<file path="config.mk">
export PLATFORM = sky130hd
export DESIGN_NAME = complement_retrigger_watchdog
export DESIGN_NICKNAME = d
export VERILOG_FILES = /design/src/hdl/wdog_pkg.sv /design/src/hdl/wd_prescaler.sv /design/src/hdl/complement_retrigger_watchdog.sv
export VERILOG_INCLUDE_DIRS = /design/src /design/src/hdl
export SDC_FILE = /design/constraint.sdc
export NUM_CORES = 1
export LEC_CHECK = 0
export ABC_AREA = 0
export BUFFER_PORTS_ARGS = -buffer_cell sky130_fd_sc_hd__buf_2
export CAP_MARGIN = 10
export CORE_ASPECT_RATIO = 1.75
export CORE_MARGIN = 4
export CORE_UTILIZATION = 33
export CTS_CLUSTER_DIAMETER = 60
export DETAILED_ROUTE_END_ITERATION = 8
export GPL_TIMING_DRIVEN = 0
export PLACE_DENSITY_LB_ADDON = 0.25
export SYNTH_ARGS = -nofsm -noshare
export SYNTH_HDL_FRONTEND = slang
export SYNTH_SLANG_ARGS = --single-unit
</file>
<file path="constraint.sdc">
create_clock -name ref_clk_i -period 4.5 [get_ports ref_clk_i]
set_input_delay 0 -clock ref_clk_i [delete_from_list [all_inputs] [get_ports ref_clk_i]]
set_output_delay 0 -clock ref_clk_i [all_outputs]
set_load 0.05 [all_outputs]
</file>
<file path="src/hdl/wdog_defs.svh">
/*
  Constants for the complement-retrigger watchdog: register address,
  field positions, reset values and the timeout unit.
  Assumes it is included by bare name from hdl/.
*/
`ifndef WDOG_DEFS_SVH
`define WDOG_DEFS_SVH

`define WD_ADDR_W 16
`define WD_DATA_W 8
`define WD_REG_ADDR 16'h0202
`define WD_CAUSE_BIT 0
`define WD_UNIT_CYCLES 65536
`define WD_UNIT_W 16
`define WD_PATTERN_RST 8'h00
`define WD_PERIOD_RST 8'h00
`define WD_CAUSE_IDLE 1'b1
`define WD_CAUSE_WDOG 1'b0
`define WD_READ_PAD 7'h00

`endif

</file>
<file path="src/hdl/wdog_pkg.sv">
/*
  Types shared by the watchdog files.
  Assumes wdog_defs.svh is available on the include path.
*/
`include "wdog_defs.svh"

package wdog_pkg;

  typedef enum logic [1:0] {
    WD_IDLE,
    WD_RUN,
    WD_FIRE
  } wd_state_e;

  typedef struct packed {
    logic [`WD_ADDR_W-1:0] addr;
    logic [`WD_DATA_W-1:0] wdata;
    logic wr;
    logic rd;
  } cpu_req_s;

endpackage

</file>
<file path="src/hdl/wd_prescaler.sv">
/*
  Timeout unit divider: one-cycle pulse every 65536 prescaled ticks.
  Assumes tick_i is the system clock enable after the CPU-speed prescaler.
*/
`timescale 1ns/1ps
`default_nettype none
`include "wdog_defs.svh"

module wd_prescaler #(
  parameter int unsigned UNIT_W = `WD_UNIT_W
) (
  input wire logic ref_clk_i, // System clock
  input wire logic rst_n_i, // Synchronous reset, active low
  input wire logic clear_i, // Restart the unit
  input wire logic tick_i, // Prescaled clock enable
  output logic unit_o // Pulse at end of each unit
);

  logic [UNIT_W-1:0] cnt_reg;
  logic [UNIT_W-1:0] cnt_next;

  always_comb
  begin
    cnt_next = cnt_reg;
    if (clear_i)
    begin
      cnt_next = '0;
    end
    else if (tick_i)
    begin
      cnt_next = cnt_reg + 1'b1;
    end
  end

  always_ff @(posedge ref_clk_i)
  begin
    if (!rst_n_i)
    begin
      cnt_reg <= '0;
    end
    else
    begin
      cnt_reg <= cnt_next;
    end
  end

  assign unit_o = tick_i && !clear_i && (&cnt_reg);

endmodule

`default_nettype wire

</file>
<file path="src/hdl/complement_retrigger_watchdog.sv">
/*
  Complement-retrigger watchdog on the processor I/O page.
  Assumes a synchronous CPU bus with one-cycle read/write strobes, a
  prescaled system clock enable, and that the chip reset it raises is
  fed back into rst_n_i; ext_rst_n_i marks external (power-on) resets.
*/
// Behaviour
// After any reset the watchdog is idle and cannot fire.
// First write starts it; software cannot stop it afterwards.
// Retrigger only with inverted previous pattern; restarts period, new reference.
// Missing correct retrigger within period resets the chip at period end.
// Any wrong value written while running resets the chip.
// Timeout is (value plus one) times 65536 system clock periods.
// Counter runs from system clock after CPU-speed prescaler.
// Range about 16 ms to 4 s at 4 MHz, half at 8 MHz.
// Read bit 0 is zero if last reset came from the watchdog.
// Cause bit set back to one only by external reset, not by watchdog reset.
// Software should not program values below 2.
// Period and pattern are 8 bits wide.
`timescale 1ns/1ps
`default_nettype none
`include "wdog_defs.svh"

module complement_retrigger_watchdog #(
  parameter int unsigned DATA_W = `WD_DATA_W
) (
  input wire logic ref_clk_i, // System clock, 10 MHz
  input wire logic rst_n_i, // Chip reset, synchronous, active low
  input wire logic ext_rst_n_i, // External reset, synchronous, active low
  input wire logic sys_tick_i, // Prescaled system clock enable
  input wire wdog_pkg::cpu_req_s cpu_req_i, // CPU access strobes
  output logic [DATA_W-1:0] rdata_o, // Registered read data
  output logic wd_reset_o, // Chip reset request, held until chip reset
  output logic running_o // Watchdog is armed
);

  wdog_pkg::wd_state_e state_reg;
  wdog_pkg::wd_state_e state_next;
  logic [DATA_W-1:0] pattern_reg;
  logic [DATA_W-1:0] pattern_next;
  logic [DATA_W-1:0] units_reg;
  logic [DATA_W-1:0] units_next;
  logic [DATA_W-1:0] period_reg;
  logic [DATA_W-1:0] period_next;
  logic cause_reg;
  logic cause_next;
  logic [DATA_W-1:0] rdata_reg;
  logic [DATA_W-1:0] rdata_next;
  logic unit_done;
  logic sel;
  logic wr_hit;
  logic good_wr;
  logic restart;

  assign sel = (cpu_req_i.addr == `WD_REG_ADDR);
  assign wr_hit = sel && cpu_req_i.wr;
  assign good_wr = wr_hit && (cpu_req_i.wdata == ~pattern_reg);
  assign restart = wr_hit && ((state_reg == wdog_pkg::WD_IDLE) || good_wr);

  wd_prescaler #(
    .UNIT_W(`WD_UNIT_W)
  ) u_unit (
    .ref_clk_i(ref_clk_i),
    .rst_n_i(rst_n_i),
    .clear_i(restart),
    .tick_i(sys_tick_i),
    .unit_o(unit_done)
  );

  always_comb
  begin
    state_next = state_reg;
    pattern_next = pattern_reg;
    units_next = units_reg;
    period_next = period_reg;
    case (state_reg)
      wdog_pkg::WD_IDLE:
      begin
        if (wr_hit)
        begin
          state_next = wdog_pkg::WD_RUN;
          pattern_next = cpu_req_i.wdata;
          period_next = cpu_req_i.wdata;
          units_next = '0;
        end
      end
      wdog_pkg::WD_RUN:
      begin
        if (good_wr)
        begin
          pattern_next = cpu_req_i.wdata;
          units_next = '0;
        end
        else if (wr_hit)
        begin
          state_next = wdog_pkg::WD_FIRE;
        end
        else if (unit_done)
        begin
          if (units_reg == period_reg)
          begin
            state_next = wdog_pkg::WD_FIRE;
          end
          else
          begin
            units_next = units_reg + 1'b1;
          end
        end
      end
      default:
      begin
        state_next = wdog_pkg::WD_FIRE;
      end
    endcase
  end

  always_ff @(posedge ref_clk_i)
  begin
    if (!rst_n_i)
    begin
      state_reg <= wdog_pkg::WD_IDLE;
      pattern_reg <= `WD_PATTERN_RST;
      units_reg <= '0;
      period_reg <= `WD_PERIOD_RST;
    end
    else
    begin
      state_reg <= state_next;
      pattern_reg <= pattern_next;
      units_reg <= units_next;
      period_reg <= period_next;
    end
  end

  // Cause flag survives chip reset; only external reset restores it
  always_comb
  begin
    cause_next = cause_reg;
    if (state_reg == wdog_pkg::WD_FIRE)
    begin
      cause_next = `WD_CAUSE_WDOG;
    end
  end

  always_ff @(posedge ref_clk_i)
  begin
    if (!ext_rst_n_i)
    begin
      cause_reg <= `WD_CAUSE_IDLE;
    end
    else
    begin
      cause_reg <= cause_next;
    end
  end

  always_comb
  begin
    rdata_next = rdata_reg;
    if (sel && cpu_req_i.rd)
    begin
      rdata_next = {`WD_READ_PAD, cause_reg};
    end
  end

  always_ff @(posedge ref_clk_i)
  begin
    if (!rst_n_i)
    begin
      rdata_reg <= '0;
    end
    else
    begin
      rdata_reg <= rdata_next;
    end
  end

  assign rdata_o = rdata_reg;
  assign wd_reset_o = (state_reg == wdog_pkg::WD_FIRE);
  assign running_o = (state_reg == wdog_pkg::WD_RUN);
endmodule

`default_nettype wire

</file>
# After elaboration in Yosys (flattened, before gate mapping)
# Cells that the tools add are included.
[classes]
addsub = 2
n_eq_ne = 13
mux = 15
bitwise = 2
n_reduce_logical = 16
[ops]
columns = ["operator", "n"]
rows = [
  ["8-bit 2-to-1 mux", 7],
  ["8-bit one-hot mux with 2 select lines", 2],
  ["16-bit by 1-bit adder with 16-bit output, second input constant", 1],
  ["16-bit by 10-bit == test with 1-bit output, second input constant", 1],
  ["8-bit == test", 2],
  ["16-bit AND reduction", 1],
  ["2-bit 2-to-1 mux", 5],
  ["3-bit by 1-bit != test with 1-bit output, second input constant", 3],
  ["8-bit by 1-bit adder with 8-bit output, second input constant", 1],
  ["8-bit inverter", 1],
  ["1-bit logical AND", 6],
  ["5-bit AND reduction", 1],
  ["2-bit != test, second input constant", 2],
  ["2-bit one-hot mux with 2 select lines", 1],
  ["4-bit AND reduction", 1],
  ["3-bit by 2-bit != test with 1-bit output, second input constant", 1],
  ["3-bit != test, second input constant", 1],
  ["3-bit AND reduction", 1],
  ["2-bit by 1-bit == test with 1-bit output, second input constant", 1],
  ["2-bit == test, second input constant", 1],
  ["2-bit zero test", 1],
  ["2-bit by 1-bit != test with 1-bit output, second input constant", 1],
  ["2-bit AND reduction", 1],
  ["2-bit nonzero test", 1],
  ["4 further kinds", 4],
]
[totals]
reg_bits = 44
inputBits = 30
out_inout_bits = 10
elab_cells = 55

# Longest topological paths before layout
[logic_depth]
depth_word = 12
ltp_mapped = 7
depth_no_buf = 6

# By module
# From an unflattened synthesis, not the netlist that was laid out.
[unflattened]
cells_unflattened = 268
hier_area_um2 = 2334.7
[modules_own_cells]
columns = ["module", "n_inst", "cells_per_inst", "area_per_inst_um2"]
rows = [
  ["complement_retrigger_watchdog", 1, 185, 1562.7],
  ["wd_prescaler", 1, 83, 772.0],
]

# Worst setup path after synthesis
# OpenSTA, ideal clock, no wires.
[synth_timing]
path_type = "register to register"
start = "register u_unit.cnt_reg[0]"
end = "register units_reg[6]"
setup_ns = 0.128
arrival_ns = 1.584
required_ns = 4.372
slack_ns = 2.788
stages_incl_launch_ff = 8
path_buffers = 1
period_less_slack_ns = 1.712
cell_sequence = "dfxtp_1 > ha_1 > and4_1 > buf_4 > o211a_1 > a221o_2 > a31oi_1 > a211oi_2"
[synth_between]
elab_chain_cells = 4
[synth_rtl]
columns = ["item", "line", "text"]
rows = [
  ["start: declaration", "wd_prescaler.sv:19", "logic [UNIT_W-1:0] cnt_reg;"],
  ["start signal: assignment", "wd_prescaler.sv:43", "cnt_reg <= cnt_next;"],
  ["16-bit AND reduction", "wd_prescaler.sv:47", "assign unit_o = tick_i && !clear_i && (&cnt_reg);"],
  ["1-bit logical AND", "wd_prescaler.sv:47", ""],
  ["3-bit by 1-bit != test with 1-bit output (no source line)", "-", ""],
  ["5-bit AND reduction (no source line)", "-", ""],
  ["end signal: assignment", "complement_retrigger_watchdog.sv:130", "units_reg <= units_next;"],
  ["end: declaration", "complement_retrigger_watchdog.sv:41", "logic [DATA_W-1:0] units_reg;"],
]
# Every way passes these cells.
# A chain may end at the register's enable or synchronous reset.

# Final worst setup path
[layout_timing]
start = "register u_unit.cnt_reg[0]"
end = "register units_reg[1]"
# The elaborated chain is that of the path after synthesis.

==> flow_summary_export.csv <==
group,metric,value,unit
outcome,outcome,"completed",
cts,max-clock-path-buffers,2,
finish,finish.net_count,316,
placed_design,place_hpwl,3910,µm
yosys,synth.avg_cell_area,9.34,µm²
detailed_routing,route.final.wire_length,4810,µm
placed_design,placement.io_buffers,31,
timing,final_setup_violation_count,0,
global_route,grt_start_max_net_pins,14,
detailed_routing,drtIter0Drc,45,
timing,rsz0062_at_grt,"false",
timing,max_clock_freq,538,MHz
die,design.die.area,8200,µm²
cts,tritoncts,"done",
die,placement_rows,39,
global_route,groute.usage.overall,12.6,%
timing,post-route-min-period,1.86,ns
power,worst_ir_drop_vdd,273,µV
finish,final_core_utilization,40.9,%
die,floorplan.initialDensity,34.1,%
die,die-height,117,µm
finish,largest_reg_flops,16,
finish,final_layout_size_suffix_gt1_share,22.5,%
detailed_routing,routed_wire_length_per_instance,13.1,µm
timing,timing.final.hold_violations,0,
global_route,grt_antenna_before_repair,0,
global_route,met1_usage,12.2,%
cts,cts_inserted_buffers,5,
worst_setup_path,ff2ff_setup_slack,2.64,ns
finish,stdcell_count,367,
worst_setup_path,worst-setup-path-type,"reg2reg",
worst_setup_path,setup.worst_path.start_class,"register",
yosys,yosys.cell_types.count,44,
placed_design,dp.cells,358,
worst_setup_path,worstSetupEndpointType,"register",
timing,final.period_utilization,41.3,%
worst_setup_path,critical_path_arrival,2.07,ns
power,p_total,0.811,mW
worst_setup_path,worst-path-max-fanout,6,
power,p_leak,1.22,nW
global_route,grt_remaining_overflow,0,
cts,path_clk_slew,0.06,ns
die,coreArea,6540,µm²
worst_setup_path,cp_data_required_time,4.71,ns
power,power.density_cell_area,304,nW/µm²
cts,cts_post_setup_buffers_inserted,0,
job,drv_cap,0,
yosys,synth.ff_latch_count,44,
yosys,synth.yosys.warnings,0,
yosys,netlist_area,2230,µm²
global_route,grt-busiest-layer,"met2",
finish,antenna_cells,0,
timing,clock-skew-final,0.00612,ns
cts,cts.root.buffer_cell,"sky130_fd_sc_hd__clkbuf_16",
global_route,grt_util_met2,25.5,%
cts,worstSkewPairLatency,0.28,ns
placed_design,place.gp.congestion,0.908,
global_route,number_of_global_route_vias_before_repair,1784,
detailed_routing,remaining_drc_errors,0,
global_route,grt_first_pass_wirelength,8140,µm
detailed_routing,via_per_inst,4.80,
yosys,seq_area_frac_synth,39.5,%
yosys,syn-instance-count,239,
die,pin_count,40,
finish,area_delta_synth_final,19.7,%
hold_path,min-delay-path-class,"in2reg",
timing,hold-worst-slack,0.00622,ns
detailed_routing,drt_pass1_iterations,4,
cts,ctsHtreeMaxLevel,2,
detailed_routing,postRouteAntennaNets,0,
die,die_width,70.2,µm
finish,fillers,694,
cts,clock_sinks,44,
timing,final-max-slew-violation-count,0,
detailed_routing,via_count,1761,
global_route,globalRouteMet3Util,2.65,%
timing,totalNegativeSetupSlack,0,ns
[cell families (layout without fill, tap and decap cells)]
family	count (synthesis)	after routing	share of synthesized area, %
flip-flops	44	44	39.5
multiplexers	18	18	8.07
other	1	7	0.168
adder cells (fa/ha/maj)	2	2	1.12
AO/OA/AOI/OAI	26	26	8.46
XOR/XNOR	31	31	12.2
AND/OR/NAND/NOR	101	101	26.4
buffers and inverters	16	56	4.15
[final cells by class]
cell class	count	area (µm²)	area share [%]
clock buffers	6	139	5.20
multi-input cells	185	1280	48.0
repair buffers	32	165	6.18
plain buffers	13	81.3	3.04
clock inverters	2	10.0	0.375
well taps	82	103	3.84
inverters	3	11.3	0.422
flip-flops and latches	44	881	33.0
[critical path: stages, from the launching register on]
cell,delay (ns)
sky130_fd_sc_hd__dfxtp_1,0.36
sky130_fd_sc_hd__ha_1,0.26
sky130_fd_sc_hd__and4_1,0.19
sky130_fd_sc_hd__buf_4,0.15
sky130_fd_sc_hd__o211a_1,0.13
sky130_fd_sc_hd__a221o_2,0.39
sky130_fd_sc_hd__nand2_4,0.12
sky130_fd_sc_hd__mux2i_1,0.18
[path summary, 6_finish.rpt]
check | start | endpoint | cells after the start
max | u_unit.cnt_reg[0] | units_reg[1] | 7
min | cpu_req_i[0] | rdata_o[0] | 3
max reg2reg | u_unit.cnt_reg[0] | units_reg[1] | 7
min reg2reg | rdata_o[0] | rdata_o[0] | 2
[synthesized netlist by cell type]
| library cell | count | share of area (%) |
|---|---|---|
| sky130_fd_sc_hd__or2_1 | 1 | 0.28 |
| sky130_fd_sc_hd__and4_4 | 1 | 0.50 |
| sky130_fd_sc_hd__nor4b_2 | 3 | 2.0 |
| sky130_fd_sc_hd__buf_2 | 2 | 0.45 |
| sky130_fd_sc_hd__o211ai_1 | 1 | 0.34 |
| sky130_fd_sc_hd__o21ai_0 | 3 | 0.67 |
| sky130_fd_sc_hd__nor3_1 | 2 | 0.45 |
| sky130_fd_sc_hd__conb_1 | 1 | 0.17 |
| sky130_fd_sc_hd__a211oi_2 | 1 | 0.56 |
| sky130_fd_sc_hd__clkbuf_1 | 3 | 0.50 |
| sky130_fd_sc_hd__a21oi_2 | 1 | 0.39 |
| sky130_fd_sc_hd__and4_1 | 4 | 1.6 |
| sky130_fd_sc_hd__or2_2 | 2 | 0.56 |
| sky130_fd_sc_hd__a31o_1 | 5 | 2.0 |
| sky130_fd_sc_hd__nand2_4 | 1 | 0.50 |
| sky130_fd_sc_hd__xor2_1 | 27 | 11 |
| sky130_fd_sc_hd__and2_2 | 1 | 0.34 |
| sky130_fd_sc_hd__nand2_1 | 17 | 2.9 |
| sky130_fd_sc_hd__buf_4 | 8 | 2.7 |
| sky130_fd_sc_hd__a31oi_1 | 1 | 0.28 |
| sky130_fd_sc_hd__ha_1 | 2 | 1.1 |
| sky130_fd_sc_hd__and3_1 | 1 | 0.28 |
| sky130_fd_sc_hd__nor4_2 | 3 | 1.7 |
| sky130_fd_sc_hd__nand4_1 | 10 | 2.8 |
| sky130_fd_sc_hd__a211oi_1 | 1 | 0.34 |
| sky130_fd_sc_hd__and3_2 | 1 | 0.34 |
| sky130_fd_sc_hd__or3_1 | 1 | 0.28 |
| sky130_fd_sc_hd__xnor2_1 | 4 | 1.6 |
| sky130_fd_sc_hd__nor2b_1 | 18 | 5.0 |
| sky130_fd_sc_hd__o22ai_1 | 1 | 0.28 |
| sky130_fd_sc_hd__inv_1 | 3 | 0.50 |
| sky130_fd_sc_hd__nand3_1 | 6 | 1.3 |
| sky130_fd_sc_hd__nor4_1 | 1 | 0.28 |
| sky130_fd_sc_hd__and3b_1 | 1 | 0.39 |
| sky130_fd_sc_hd__o2111ai_1 | 1 | 0.39 |
| sky130_fd_sc_hd__mux2i_1 | 18 | 8.1 |
| sky130_fd_sc_hd__a21oi_1 | 7 | 1.6 |
| sky130_fd_sc_hd__a221o_2 | 1 | 0.50 |
| sky130_fd_sc_hd__nor2_1 | 24 | 4.0 |
| sky130_fd_sc_hd__a21boi_0 | 1 | 0.34 |
| sky130_fd_sc_hd__o211a_1 | 1 | 0.45 |
| sky130_fd_sc_hd__a211o_1 | 1 | 0.39 |
| sky130_fd_sc_hd__nand2b_1 | 3 | 0.84 |
| sky130_fd_sc_hd__dfxtp_1 | 44 | 39 |
[stage by stage]
step / cell area [µm²] / setup slack, ns
CTS: 2670 / 2.63
floorplan: 2250 / 2.79
global route: 2670 / 2.52
finish: 2670 / 2.64
global placement: 2510 / 2.66
detailed placement: 2510 / 2.65
[power by group]
| group | switching (mW) | leakage [nW] | internal (mW) |
|---|---|---|---|
| Clock | 0.144 | 0.0766 | 0.219 |
| Sequential | 0.00261 | 0.355 | 0.391 |
| Combinational | 0.0320 | 0.788 | 0.0225 |
| Total | 0.178 | 1.22 | 0.633 |
[layer usage]
metal,up-vias,routed length (µm)
met5,-,0
met4,0,127
met3,9,187
met2,38,2700
met1,803,1790
li1,911,-
[timing repair]
action                                 in CTS  in global routing
endpoints found under the hold margin       1                  0
hold buffers                                1                  0
gates resized for setup                     0                  0
[cells in the final DEF, fill, tap and decap left out, types with 2 or more instances in the layout]
cell type                   instances
sky130_fd_sc_hd__a31o_1             5
sky130_fd_sc_hd__nand2b_1           3
sky130_fd_sc_hd__and4_1             4
sky130_fd_sc_hd__conb_1             7
sky130_fd_sc_hd__nand4_1           10
sky130_fd_sc_hd__inv_1              3
sky130_fd_sc_hd__xnor2_1            4
sky130_fd_sc_hd__o21ai_0            3
sky130_fd_sc_hd__nand2_1           17
sky130_fd_sc_hd__buf_2             33
sky130_fd_sc_hd__nor4_2             3
sky130_fd_sc_hd__nor2_1            24
sky130_fd_sc_hd__clkbuf_16          5
sky130_fd_sc_hd__dfxtp_1           44
sky130_fd_sc_hd__nor3_1             2
sky130_fd_sc_hd__a21oi_1            7
sky130_fd_sc_hd__nand3_1            6
sky130_fd_sc_hd__clkinv_2           2
sky130_fd_sc_hd__nor4b_2            3
sky130_fd_sc_hd__mux2i_1           18
sky130_fd_sc_hd__nor2b_1           18
sky130_fd_sc_hd__xor2_1            27
sky130_fd_sc_hd__clkbuf_1           3
sky130_fd_sc_hd__buf_4              8
sky130_fd_sc_hd__ha_1               2
sky130_fd_sc_hd__or2_2              2
Note: power is estimated with default switching activity, not from simulation.
